`config.mk`:
```
export PLATFORM = sky130hd
export DESIGN_NAME = scdc_clock_control
export DESIGN_NICKNAME = d
export VERILOG_FILES = /design/src/hw/scdc_pkg.sv /design/src/hw/scdc_clock_control.sv
export SDC_FILE = /design/constraint.sdc
export NUM_CORES = 1
export LEC_CHECK = 0
export BUFFER_PORTS_ARGS = -buffer_cell sky130_fd_sc_hd__buf_2
export CAP_MARGIN = 20
export CORE_MARGIN = 2
export CORE_UTILIZATION = 35
export DETAILED_ROUTE_END_ITERATION = 6
export PLACE_DENSITY = 0.67
export SLEW_MARGIN = 20
export SYNTH_ARGS = -nofsm -noshare
export SYNTH_HDL_FRONTEND = slang
export SYNTH_SLANG_ARGS = --single-unit
export TNS_END_PERCENT = 10
```
`constraint.sdc`:
```
create_clock -name aclk -period 1.89 [get_ports aclk]
set_input_delay 0.0945 -clock aclk [delete_from_list [all_inputs] [get_ports aclk]]
set_output_delay 0.0945 -clock aclk [all_outputs]
set_load 0.05 [all_outputs]
```
`src/hw/scdc_pkg.sv`:
```
package scdc_pkg;
   // ====================================================================
   // register map
   // ====================================================================
   // printed offsets are multiples of four? 0xff58 yes, 0xfff3 and 0xfffb
   // are not, so every printed offset is an index and byte address = 4*idx
   localparam logic [15:0] SCDC_IDX_LOW_SPEED_OSC_MODE = 16'hFF58;
   localparam logic [15:0] SCDC_IDX_PERIPHERAL_CLOCK_DIVIDER = 16'hFFF3;
   localparam logic [15:0] SCDC_IDX_CPU_CLOCK_DIVIDER = 16'hFFFB;
   // own status register: source and oscillator states
   localparam logic [15:0] SCDC_IDX_CLOCK_STATUS = 16'hFF60;
   localparam int SCDC_ADDR_W = 18;

   // ====================================================================
   // reset values and field positions
   // ====================================================================
   localparam logic [7:0] SCDC_RST_CPU_DIV = 8'h02;
   localparam logic [7:0] SCDC_RST_PERIPH_DIV = 8'h02;
   localparam logic [7:0] SCDC_RST_LSO_MODE = 8'h00;
   localparam logic [7:0] SCDC_MASK_CPU_DIV = 8'h02;     // only cpu_div_sel
   localparam logic [7:0] SCDC_MASK_PERIPH_DIV = 8'h03;  // periph_div_hi/lo
   localparam logic [7:0] SCDC_MASK_LSO_MODE = 8'h01;    // only stop bit
   localparam int SCDC_BIT_CPU_DIV_SEL = 1;
   localparam int SCDC_BIT_PERIPH_DIV_HI = 1;
   localparam int SCDC_BIT_PERIPH_DIV_LO = 0;
   localparam int SCDC_BIT_LSO_STOP = 0;
   // status bits
   localparam int SCDC_ST_EXT_SRC = 0;
   localparam int SCDC_ST_LSO_RUN = 1;
   localparam int SCDC_ST_SYS_RUN = 2;
   localparam int SCDC_ST_PROHIBITED = 3;

   // ====================================================================
   // divider encodings and timing
   // ====================================================================
   localparam logic [4:0] SCDC_LOG2_MAX_DIV = 5'd4;  // largest ratio 2^4
   localparam int SCDC_MIN_INSTR_CPU_CLKS = 2;        // shortest instruction
   localparam int SCDC_INT_OSC_KHZ = 8000;
   localparam int SCDC_EXT_MIN_KHZ = 2000;
   localparam int SCDC_EXT_MAX_KHZ = 10000;
   localparam int SCDC_LSO_KHZ = 240;
   localparam logic [1:0] SCDC_RESP_OKAY = 2'b00;
   localparam logic [1:0] SCDC_RESP_SLVERR = 2'b10;
endpackage : scdc_pkg

```
`src/hw/scdc_clock_control.sv`:
```
// Chosen here: the AXI4-Lite register port.
`timescale 1ns/1ps
`default_nettype none

// Function
// - cpu and peripheral dividers reset to 02H
// - cpu clock ratio from three select bits
// - peripheral 01H gives /2, 02H gives /4
// - shortest instruction is two cpu clocks
// - bit and byte writes both supported
// - low-speed mode register resets to 00H
// - bit 0 is stop control, 0 runs
// - stop bit 1 halts oscillator when permitted
// - forbidden stopping ignores writes, fixes watchdog source
// - stop instruction halts the selected source
// - configuration picks internal or external source
// - internal source frees external pin for port
// - peripheral ratio 1, 2, 4; code 11 prohibited
module scdc_clock_control
   import scdc_pkg::*;
#(
   parameter int DATA_W = 32
) (
   input wire logic aclk,
   input wire logic aresetn,
   // axi4-lite slave
   input wire logic [SCDC_ADDR_W-1:0] s_axi_awaddr,
   input wire logic s_axi_awvalid,
   output logic s_axi_awready,
   input wire logic [DATA_W-1:0] s_axi_wdata,
   input wire logic [DATA_W/8-1:0] s_axi_wstrb,
   input wire logic s_axi_wvalid,
   output logic s_axi_wready,
   output logic [1:0] s_axi_bresp,
   output logic s_axi_bvalid,
   input wire logic s_axi_bready,
   input wire logic [SCDC_ADDR_W-1:0] s_axi_araddr,
   input wire logic s_axi_arvalid,
   output logic s_axi_arready,
   output logic [DATA_W-1:0] s_axi_rdata,
   output logic [1:0] s_axi_rresp,
   output logic s_axi_rvalid,
   input wire logic s_axi_rready,
   // one-time configuration and core signals
   input wire logic cfg_ext_clk_sel,     // 1: external clock pin is source
   input wire logic cfg_lso_sw_stop_ok,  // 1: software may stop low-speed osc
   input wire logic stop_mode,           // level while stop instruction holds
   // clock enables derived from sys_clk (aclk stands for sys_clk)
   output logic cpu_clk_en,
   output logic periph_clk_en,
   output logic [5:0] min_instr_sys_clks, // shortest instruction in sys_clk
   // oscillator and pin controls
   output logic int_osc_enable,
   output logic ext_clk_gate_open,
   output logic external_clock_pin_is_port,
   output logic lso_enable,
   output logic wdt_src_fixed_lso
);

   // ====================================================================
   // checks
   // ====================================================================
   // each register is one 32-bit word; the lane merge serves no other width,
   // so a wider or narrower bus is refused at elaboration
   if (DATA_W != 32) begin : g_bad_data_w
      $error("scdc_clock_control: DATA_W must be 32");
   end

   // ====================================================================
   // functions
   // ====================================================================
   // merge one byte lane under strobe, keep only implemented bits
   // a single-bit software write reaches us as a whole byte after the core's
   // read-modify-write, so this one path serves both access widths
   function automatic logic [7:0] merge_byte(input logic [7:0] old_v,
                                             input logic [7:0] new_v,
                                             input logic strb,
                                             input logic [7:0] mask);
      logic [7:0] r;
      r = strb ? new_v : old_v;
      merge_byte = r & mask;
   endfunction : merge_byte

   // register index taken from a byte address, word aligned
   // low two address bits are ignored, so byte offsets in a word alias
   function automatic logic [15:0] addr_idx(input logic [SCDC_ADDR_W-1:0] a);
      addr_idx = a[SCDC_ADDR_W-1:2];
   endfunction : addr_idx

   // cpu ratio as log2, 5'h1F marks a prohibited code
   // select bits are {periph_div_hi, periph_div_lo, cpu_div_sel}, so the
   // peripheral setting shapes the cpu ratio as well
   function automatic logic [4:0] cpu_log2(input logic [2:0] sel);
      unique case (sel)
         3'b000: cpu_log2 = 5'd0;
         3'b010: cpu_log2 = 5'd1;
         3'b001: cpu_log2 = 5'd2;
         3'b100: cpu_log2 = 5'd2;
         3'b011: cpu_log2 = 5'd3;
         3'b101: cpu_log2 = 5'd4;
         default: cpu_log2 = 5'h1F;
      endcase
   endfunction : cpu_log2

   // ====================================================================
   // registers
   // ====================================================================
   logic [7:0] cpu_clock_divider;         // only cpu_div_sel lives
   logic [7:0] peripheral_clock_divider;  // periph_div_hi/lo
   logic [7:0] low_speed_osc_mode;        // low_speed_osc_stop
   // write halves may arrive in either order; each is parked until both meet
   logic [SCDC_ADDR_W-1:0] wr_addr;       // captured write address
   logic aw_held;                         // write address taken, waiting data
   logic [DATA_W-1:0] wr_data;
   logic [DATA_W/8-1:0] wr_strb;
   logic w_held;                          // write data taken
   logic do_write;                        // both halves present
   logic wr_hit;

   // ====================================================================
   // axi write channel
   // ====================================================================
   // accept each half while it is not already held and no response waits
   // one write in flight at most: a new one waits until bresp is taken
   assign s_axi_awready = !aw_held && !s_axi_bvalid;
   assign s_axi_wready = !w_held && !s_axi_bvalid;
   assign do_write = aw_held && w_held;

   // address half
   // address is kept until the data half arrives too
   always_ff @(posedge aclk) begin
      if (!aresetn) begin
         aw_held <= 1'b0;
         wr_addr <= '0;
      end else if (s_axi_awvalid && s_axi_awready) begin
         aw_held <= 1'b1;
         wr_addr <= s_axi_awaddr;
      end else if (do_write) begin
         aw_held <= 1'b0;
      end
   end

   // data half
   // strobe is kept with the data; only lane 0 is ever looked at
   always_ff @(posedge aclk) begin
      if (!aresetn) begin
         w_held <= 1'b0;
         wr_data <= '0;
         wr_strb <= '0;
      end else if (s_axi_wvalid && s_axi_wready) begin
         w_held <= 1'b1;
         wr_data <= s_axi_wdata;
         wr_strb <= s_axi_wstrb;
      end else if (do_write) begin
         w_held <= 1'b0;
      end
   end

   // unmapped or status write answers slverr
   // status is read-only, so a write to it is refused like a hole
   always_comb begin
      unique case (addr_idx(wr_addr))
         SCDC_IDX_CPU_CLOCK_DIVIDER,
         SCDC_IDX_PERIPHERAL_CLOCK_DIVIDER,
         SCDC_IDX_LOW_SPEED_OSC_MODE: wr_hit = 1'b1;
         default: wr_hit = 1'b0;
      endcase
   end

   // write response one cycle after both halves meet
   // do_write wins over bready, so a fresh response is never lost
   always_ff @(posedge aclk) begin
      if (!aresetn) begin
         s_axi_bvalid <= 1'b0;
         s_axi_bresp <= SCDC_RESP_OKAY;
      end else if (do_write) begin
         s_axi_bvalid <= 1'b1;
         s_axi_bresp <= wr_hit ? SCDC_RESP_OKAY : SCDC_RESP_SLVERR;
      end else if (s_axi_bready) begin
         s_axi_bvalid <= 1'b0;
      end
   end

   // ====================================================================
   // control registers
   // ====================================================================
   // byte lane 0 write; a bit write is a read-modify-write of this lane,
   // so whole-byte and single-bit software access land the same way
   // upper bits are masked on write, so they always read back as zero
   always_ff @(posedge aclk) begin
      if (!aresetn) begin
         cpu_clock_divider <= SCDC_RST_CPU_DIV;
         peripheral_clock_divider <= SCDC_RST_PERIPH_DIV;
      end else if (do_write) begin
         if (addr_idx(wr_addr) == SCDC_IDX_CPU_CLOCK_DIVIDER) begin
            cpu_clock_divider <= merge_byte(cpu_clock_divider, wr_data[7:0],
                                            wr_strb[0], SCDC_MASK_CPU_DIV);
         end
         if (addr_idx(wr_addr) == SCDC_IDX_PERIPHERAL_CLOCK_DIVIDER) begin
            peripheral_clock_divider <= merge_byte(peripheral_clock_divider,
                                                   wr_data[7:0], wr_strb[0],
                                                   SCDC_MASK_PERIPH_DIV);
         end
      end
   end

   // low-speed oscillator mode; writes dropped while stopping forbidden
   // trade-off: a refused stop write still answers okay, since software
   // cannot see the setting and an error would only confuse its driver
   always_ff @(posedge aclk) begin
      if (!aresetn) begin
         low_speed_osc_mode <= SCDC_RST_LSO_MODE;
      end else if (do_write && cfg_lso_sw_stop_ok &&
                   addr_idx(wr_addr) == SCDC_IDX_LOW_SPEED_OSC_MODE) begin
         low_speed_osc_mode <= merge_byte(low_speed_osc_mode, wr_data[7:0],
                                          wr_strb[0], SCDC_MASK_LSO_MODE);
      end
   end

   // ====================================================================
   // axi read channel
   // ====================================================================
   logic [7:0] rd_byte;
   logic rd_hit;
   logic [7:0] status_byte;
   logic [4:0] cpu_l2;
   logic [1:0] periph_code;
   logic prohibited;

   // reads have no side effect, so the mux looks at araddr directly and
   // the registered answer carries it one cycle later
   assign s_axi_arready = !s_axi_rvalid;

   // read mux, upper bytes always zero
   always_comb begin
      rd_byte = 8'h00;
      rd_hit = 1'b1;
      unique case (addr_idx(s_axi_araddr))
         SCDC_IDX_CPU_CLOCK_DIVIDER: rd_byte = cpu_clock_divider;
         SCDC_IDX_PERIPHERAL_CLOCK_DIVIDER: rd_byte = peripheral_clock_divider;
         SCDC_IDX_LOW_SPEED_OSC_MODE: rd_byte = low_speed_osc_mode;
         SCDC_IDX_CLOCK_STATUS: rd_byte = status_byte;
         default: rd_hit = 1'b0;
      endcase
   end

   // read data registered, one cycle after address taken
   always_ff @(posedge aclk) begin
      if (!aresetn) begin
         s_axi_rvalid <= 1'b0;
         s_axi_rdata <= '0;
         s_axi_rresp <= SCDC_RESP_OKAY;
      end else if (s_axi_arvalid && s_axi_arready) begin
         s_axi_rvalid <= 1'b1;
         s_axi_rdata <= {{(DATA_W-8){1'b0}}, rd_byte};
         s_axi_rresp <= rd_hit ? SCDC_RESP_OKAY : SCDC_RESP_SLVERR;
      end else if (s_axi_rready) begin
         s_axi_rvalid <= 1'b0;
      end
   end

   // ====================================================================
   // source selection and oscillator control
   // ====================================================================
   // config picks internal 8 MHz or external 2-10 MHz pin clock
   // stop_mode only gates the source; every register keeps its contents
   // the pin returns to port use whenever the internal source runs
   assign int_osc_enable = !cfg_ext_clk_sel && !stop_mode;
   assign ext_clk_gate_open = cfg_ext_clk_sel && !stop_mode;
   assign external_clock_pin_is_port = !cfg_ext_clk_sel;
   // stop bit honoured only when software stopping allowed
   assign lso_enable = !(cfg_lso_sw_stop_ok &&
                         low_speed_osc_mode[SCDC_BIT_LSO_STOP]);
   assign wdt_src_fixed_lso = !cfg_lso_sw_stop_ok;

   // ====================================================================
   // dividers
   // ====================================================================
   // aclk stands for sys_clk: slower clocks are enable pulses, never gated
   // or divided clocks, which keeps the whole block in one domain
   // four counter bits cover the largest ratio of sixteen
   logic [3:0] div_cnt;  // free prescaler counter on sys_clk
   logic sys_run;

   assign periph_code = {peripheral_clock_divider[SCDC_BIT_PERIPH_DIV_HI],
                         peripheral_clock_divider[SCDC_BIT_PERIPH_DIV_LO]};
   assign cpu_l2 = cpu_log2({periph_code,
                             cpu_clock_divider[SCDC_BIT_CPU_DIV_SEL]});
   // code 11 and undefined cpu combos are prohibited; cpu clock holds at /16, peripheral at /4
   // rather than misbehave, so a bad write is visible in status
   assign prohibited = (periph_code == 2'b11) || (cpu_l2 == 5'h1F);
   assign sys_run = int_osc_enable || ext_clk_gate_open;

   // prescaler counts while the system clock is delivered
   // a shared counter keeps ticks aligned: cpu ratios never undercut the
   // peripheral ratio, so a cpu tick always lands on a peripheral tick
   // the counter holds during stop, so ticks resume in the same phase
   always_ff @(posedge aclk) begin
      if (!aresetn) begin
         div_cnt <= 4'h0;
      end else if (sys_run) begin
         div_cnt <= div_cnt + 4'h1;
      end
   end

   // one-cycle enables at /1,/2,/4 for peripheral and /1../16 for cpu
   // enables are registered, so they lag a divider write by one cycle
   always_ff @(posedge aclk) begin
      if (!aresetn) begin
         periph_clk_en <= 1'b0;
         cpu_clk_en <= 1'b0;
         min_instr_sys_clks <= 6'd8;
      end else begin
         unique case (periph_code)
            2'b00: periph_clk_en <= sys_run;
            2'b01: periph_clk_en <= sys_run && (div_cnt[0] == 1'b0);
            2'b10: periph_clk_en <= sys_run && (div_cnt[1:0] == 2'b00);
            default: periph_clk_en <= sys_run && (div_cnt[1:0] == 2'b00);
         endcase
         if (prohibited) begin
            // slowest legal ratio; zero instruction time marks the bad setting
            cpu_clk_en <= sys_run && (div_cnt == 4'h0);
            min_instr_sys_clks <= 6'd0;
         end else begin
            // low cpu_l2 bits of the counter all zero marks a tick
            cpu_clk_en <= sys_run &&
                          ((div_cnt & 4'((5'd1 << cpu_l2) - 5'd1)) == 4'h0);
            // shortest instruction: two cpu clocks of 2^l2 sys clocks
            // six bits: two clocks at /16 make 32, which five bits would lose
            min_instr_sys_clks <= 6'(SCDC_MIN_INSTR_CPU_CLKS) << cpu_l2;
         end
      end
   end

   // status: bit0 external source, bit1 low-speed running,
   // bit2 system clock running, bit3 prohibited divider setting
   assign status_byte = {4'h0, prohibited, sys_run, lso_enable, cfg_ext_clk_sel};

endmodule : scdc_clock_control

`default_nettype wire

```
==> results_dict.tcl, run 1 <==
set metrics [dict create \
    status "completed" \
    vdd_drop_max_uv 340 \
    boundaryPins 136 \
    yosysWarnings 0 \
    rows 29 \
    holdPathStages 3 \
    cts.clk_slew.worst_paths_ns 0.08 \
    cts_resized 0 \
    layout_setup_ws_ns 0.394 \
    hold_violations 0 \
    clkLatencyLatePin_ns 0.29 \
    path_max_fanout 4 \
    seq_area_sq_um 881 \
    vias 1845 \
    min_period_ns 1.50 \
    powerDensity_nw_per_um2 818 \
    first_iter_violations 64 \
    syn_inst 261 \
    power_leakage_nw 1.14 \
    fin_worst_skew_ns 0.00687 \
    synth_area_leader_cell "dfxtp_1" \
    htreeDepth 2 \
    wirelength_um 4330 \
    setup.worst_path.end_class "flip-flop" \
    synth_ff_type "dfxtp_1" \
    dr.pass1.iters 4 \
    wl_per_cell_um 10.8 \
    ys_types 45 \
    cp.arrival_ns 1.72 \
    port_buffers 67 \
    cp-start-kind "flip-flop" \
    grt_pass1_vias 1702 \
    whs_ns 0.0428 \
    timing_max_transition_violations_final 0 \
    min_to "wr_addr[11]$_SDFFE_PN0P_" \
    initial_utilization_pct 35.9 \
    antenna_left 0 \
    synth_edf_count 0 \
    ys_ff_latch 44 \
    r2r_slack_ns 0.39 \
    grt_pass1_wl_um 7290 \
    layout-drive-gt1-share_pct 25.9 \
    synth_area_sq_um 2250 \
    max_freq_mhz 668 \
    hold_path_class "in2reg" \
    async_flop_share_pct 0 \
    cap_violations 0 \
    critPathRequiredTime_ns 2.11 \
    syn_avg_cell_area_sq_um 8.64 \
    setup_viol 0 \
    diodes 0 \
    die_area_sq_um 7100 \
    post_drt_via_cell_ratio 4.60 \
    cts-root-buf "clkbuf_8" \
    cts_buffers 5 \
    clk_path_buf_depth 2 \
    ctsHoldBuffers 0 \
    cts_tree "done" \
    clock_sinks 44 \
    slowest_stage "or3_4" \
    antenna_found_initial 0 \
    slew_headroom_pct 58.1 \
    fp.dieW_um 84.3 \
    timing.rr.end "peripheral_clock_divider[0]$_SDFFE_PN0P_" \
    grt_use_total_pct 12.3 \
    drcViolationCount 0 \
    fin_util_pct 42.1 \
    fin_nets 407 \
    rsz0062_at_grt "false" \
    areaGrowthSynthToFinish_pct 17.1 \
    p_total_mw 2.16 \
    synth.area.top_cells "dfxtp_1, buf_4, nand2_1" \
    slowest_delay_ns 0.44 \
    rr_startpoint "wr_addr[16]$_SDFFE_PN0P_" \
    multi_input_area_sq_um 1180 \
    gp_congestion 0.756 \
    min_from "s_axi_awaddr[11]" \
    crit_path_start "wr_addr[16]$_SDFFE_PN0P_" \
    ys_seq_area_share_pct 39.1 \
    dp_slack_ns 0.406 \
    synth_top_cell_area_share_pct 39.1 \
    reg2reg_depth 4 \
    critical_path_class "reg2reg" \
    tightestPinTransition_ns 0.623 \
    nFillCells 675 \
    grt_max_degree 30 \
    core_region_area_sq_um 6280 \
    crit_path_cell_trace "nand4_1 -> or3_4 -> nor4_4 -> mux2i_1" \
    fin_crit_sh_pct 79.2 \
    die_h_um 84.3 \
    cts_setup_buffers 0 \
    post-dp-hpwl_um 3320 \
    grt-ovfl-total 0 \
]
==> worst max-delay path by stage <==
stage | depth (start not counted) | to
global route | 4 | cpu_clock_divider[1]$_SDFFE_PN1P_
global placement | 4 | peripheral_clock_divider[1]$_SDFFE_PN1P_
CTS | 4 | peripheral_clock_divider[0]$_SDFFE_PN0P_
floorplan | 5 | wr_data[0]$_SDFFE_PN0P_
detailed placement | 4 | peripheral_clock_divider[0]$_SDFFE_PN0P_
finish | 4 | peripheral_clock_divider[0]$_SDFFE_PN0P_
==> critical path: cells and delay by family (launching register included) <==
kind / cells / cell delay, ns
AND/OR/NAND/NOR: 3 / 0.88
multiplexers: 1 / 0.22
flip-flops: 1 / 0.34
==> metrics by stage <==
stage | setup TNS [ns] | instance area [sq um] | instances
final | 0 | 2640 | 401
after global routing | 0 | 2640 | 401
after CTS | 0 | 2640 | 401
after detailed placement | 0 | 2530 | 393
after global placement | 0 | 2530 | 393
after floorplan | -0.396 | 2370 | 291
==> synthesized netlist by cell type, drive strengths merged (5+ instances only) <==
master  count
dfxtp      44
a21boi     21
nor2b       8
clkbuf     10
buf        33
nand4       6
nor2        9
and2        5
nand2b      6
inv         8
o21ai       5
mux2i       9
nand2      48
nor4        6
a21oi       5
==> area by class of cell <==
class / instances / area share [%]
clock inverters: 3 / 1.61
inverters: 8 / 1.14
clock buffers: 5 / 2.61
flip-flops and latches: 44 / 33.4
repair buffers: 68 / 13.0
well taps: 77 / 3.65
multi-input cells: 196 / 44.6
==> registers in the layout, summed over array words and instances (netlist names) <==
| name | cells |
|---|---|
| min_instr_sys_clks | 5 |
| peripheral_clock_divider | 2 |
| aw_held | 1 |
| wr_data | 2 |
| div_cnt | 4 |
| cpu_clock_divider | 1 |
| s_axi_bvalid | 1 |
| s_axi_bresp | 1 |
| periph_clk_en | 1 |
| s_axi_rresp | 1 |
| wr_addr | 16 |
| cpu_clk_en | 1 |
| s_axi_rdata | 4 |
| low_speed_osc_mode | 1 |
| s_axi_rvalid | 1 |
| w_held | 1 |
| wr_strb | 1 |
==> layer usage <==
metal	track usage (%)	wire length (um)	up-vias
li1	-	-	946
met1	15.3	1930	838
met2	20.2	2080	57
met3	3.64	280	4
met4	4.25	42	0
met5	0	0	-
==> placed cells by master, fill, tap and decap left out, types with 2 or more instances in the layout <==
cell type	Yosys	layout
and3_1	3	3
o21ai_0	4	4
nor4_2	2	2
nand2_1	48	48
mux2i_1	9	9
dfxtp_1	44	44
nor2b_1	8	8
a21boi_0	20	20
inv_1	8	8
buf_2	2	67
xnor2_1	4	4
nor3b_1	3	3
a21oi_1	5	5
nand2b_1	6	6
o211ai_1	2	2
and2_1	5	5
nand3_1	3	3
nor4_1	3	3
nand4b_1	3	3
conb_1	1	31
clkbuf_8	0	5
ha_1	2	2
nand4_1	6	6
nor2_1	9	8
==> power breakdown <==
part           internal, mW  leakage, nW  switching (mW)  total, mW
clock network         0.391       0.0541           0.319      0.710
registers             0.974        0.360          0.0342       1.01
logic                 0.117        0.728           0.325      0.442
==> cells by family (layout without fill, tap and decap cells) <==
family | after synthesis | in the layout | share of synthesized area (%)
flops | 44 | 44 | 39.1
other cells | 1 | 31 | 0.166
compound gates | 40 | 40 | 12.5
simple gates | 110 | 110 | 27.9
buf+inv | 51 | 84 | 13.8
mux | 9 | 9 | 4.00
fa+ha+maj | 2 | 2 | 1.11
xor+xnor | 4 | 4 | 1.55
(Power assumes the default switching activity.)
==> run 2, diff against run 1 <==
--- a/config.mk
+++ b/config.mk
@@ -10,7 +10,7 @@
 export CORE_MARGIN = 2
 export CORE_UTILIZATION = 35
 export DETAILED_ROUTE_END_ITERATION = 6
-export PLACE_DENSITY = 0.67
+export PLACE_DENSITY = 0.7
 export SLEW_MARGIN = 20
 export SYNTH_ARGS = -nofsm -noshare
 export SYNTH_HDL_FRONTEND = slang
==> constraint.sdc (replaced) <==
create_clock -name aclk -period 1.3 [get_ports aclk]
set_input_delay 0.065 -clock aclk [delete_from_list [all_inputs] [get_ports aclk]]
set_output_delay 0.065 -clock aclk [all_outputs]
set_load 0.05 [all_outputs]
==> results_dict.tcl, run 2 (synthesis results as in run 1) <==
set metrics [dict create \
    status "finished, violations left" \
    violations "negative setup slack" \
    cts_tree "done" \
    antenna_left 0 \
    timing_max_transition_violations_final 0 \
    fin_worst_skew_ns 0.00475 \
    top_regs "wr_addr x16, min_instr_sys_clks x5" \
    crit_path_start "wr_addr[4]$_SDFFE_PN0P_" \
    core_region_area_sq_um 6280 \
    path_max_fanout 4 \
    critPathRequiredTime_ns 1.52 \
    power_leakage_nw 1.24 \
    final_common_cell "buf_2" \
    hold_violations 0 \
    seq_area_sq_um 891 \
    gp_congestion 0.740 \
    min_from "s_axi_awaddr[9]" \
    max_freq_mhz 706 \
    setup_viol 5 \
    rows 29 \
    rr_startpoint "wr_addr[4]$_SDFFE_PN0P_" \
    nFillCells 639 \
    vias 1907 \
    clock_sinks 44 \
    wl_per_cell_um 11.1 \
    fin_nets 422 \
    min_period_ns 1.42 \
    multi_input_area_sq_um 1220 \
    largest_reg_flops 16 \
    drcViolationCount 0 \
    whs_ns 0.0114 \
    diodes 0 \
    cts_buffers 5 \
    hold_path_class "in2reg" \
    port_buffers 67 \
    post-dp-hpwl_um 3660 \
    grt_max_degree 18 \
    final_cell_mix "buf_2, nand2_1, dfxtp_1" \
    setup.worst_path.end_class "flip-flop" \
    cp-start-kind "flip-flop" \
    largest_register "wr_addr" \
    antenna_found_initial 0 \
    vdd_drop_max_uv 541 \
    layout_setup_ws_ns -0.117 \
    clkLatencyLatePin_ns 0.29 \
    cap_violations 0 \
    cts.clk_slew.worst_paths_ns 0.08 \
    grt-ovfl-total 0 \
    ctsHoldBuffers 0 \
    wirelength_um 4610 \
    fp.dieW_um 84.3 \
    grt_pass1_vias 1888 \
    areaGrowthSynthToFinish_pct 24.2 \
    die_area_sq_um 7100 \
    initial_utilization_pct 35.9 \
    slowest_delay_ns 0.45 \
    rsz0062_at_grt "true" \
    crit_path_cell_trace "nand4b_1 -> or3_4 -> nor4_4 -> mux2i_1" \
    boundaryPins 136 \
    die_h_um 84.3 \
    powerDensity_nw_per_um2 1100 \
    dr.pass1.iters 4 \
    htreeDepth 2 \
    post_drt_via_cell_ratio 4.58 \
    place_inst 408 \
    dp_slack_ns -0.119 \
    first_iter_violations 31 \
    slowest_stage "or3_4" \
    stdcell_count 416 \
    p_total_mw 3.07 \
    critical_path_class "reg2reg" \
    layout-drive-gt1-share_pct 31.9 \
    grt_pass1_wl_um 7890 \
    cts-root-buf "clkbuf_8" \
    fin_crit_sh_pct 109 \
    grt_use_total_pct 13.4 \
    clk_path_buf_depth 2 \
    cp.arrival_ns 1.64 \
]
==> run 2: critical path: cells and delay by family (launching register included) <==
kind | cells | cell delay (ns)
AND/OR/NAND/NOR | 3 | 0.83
flip-flops | 1 | 0.31
multiplexers | 1 | 0.21
==> run 2: layer usage <==
layer	vias to the layer above	share of wire [%]	GRT usage (%)
li1	969	-	-
met1	885	44	16.0
met2	48	49	23.0
met3	5	5.2	3.24
met4	0	1.3	5.28
met5	-	0	0
==> run 2: timing repair <==
action	4_1_cts	5_1_grt
resized for setup	5	6
cloned	0	0
pin swaps	0	3
buffers inserted	0	0
setup endpoints to repair	5	10
==> run 2: cell type report <==
type | instances | share of cell area (%)
multi-input combinational | 196 | 43.5
sequential | 44 | 31.8
timing repair buffer | 83 | 16.7
tap | 77 | 3.44
clock buffer | 6 | 2.95
inverter | 8 | 1.07
clock inverter | 2 | 0.492
==> run 2: metrics by stage <==
step / TNS (ns) / util, % / area, sq um
floorplan: -1.06 / - / 2400
global placement: -0.246 / 42.6 / 2670
detailed placement: -0.338 / 42.6 / 2670
CTS: -0.429 / 44.4 / 2790
global route: -0.916 / 44.6 / 2800
finish: -0.419 / 44.6 / 2800
==> run 2: report_power, final <==
group | switching [mW] | internal (mW) | total (mW)
registers | 0.0475 | 1.42 | 1.46
clock network | 0.464 | 0.432 | 0.896
logic | 0.496 | 0.212 | 0.707
==> run 2: final timing paths <==
| path | slack (ns) | endpoint | cells past startpoint |
|---|---|---|---|
| max | -0.12 | peripheral_clock_divider[0]$_SDFFE_PN0P_ | 4 |
| min | 0.01 | wr_addr[9]$_SDFFE_PN0P_ | 3 |
| max reg2reg | -0.12 | peripheral_clock_divider[0]$_SDFFE_PN0P_ | 4 |
| min reg2reg | 0.46 | s_axi_rdata[2]$_SDFFE_PN0P_ | 2 |
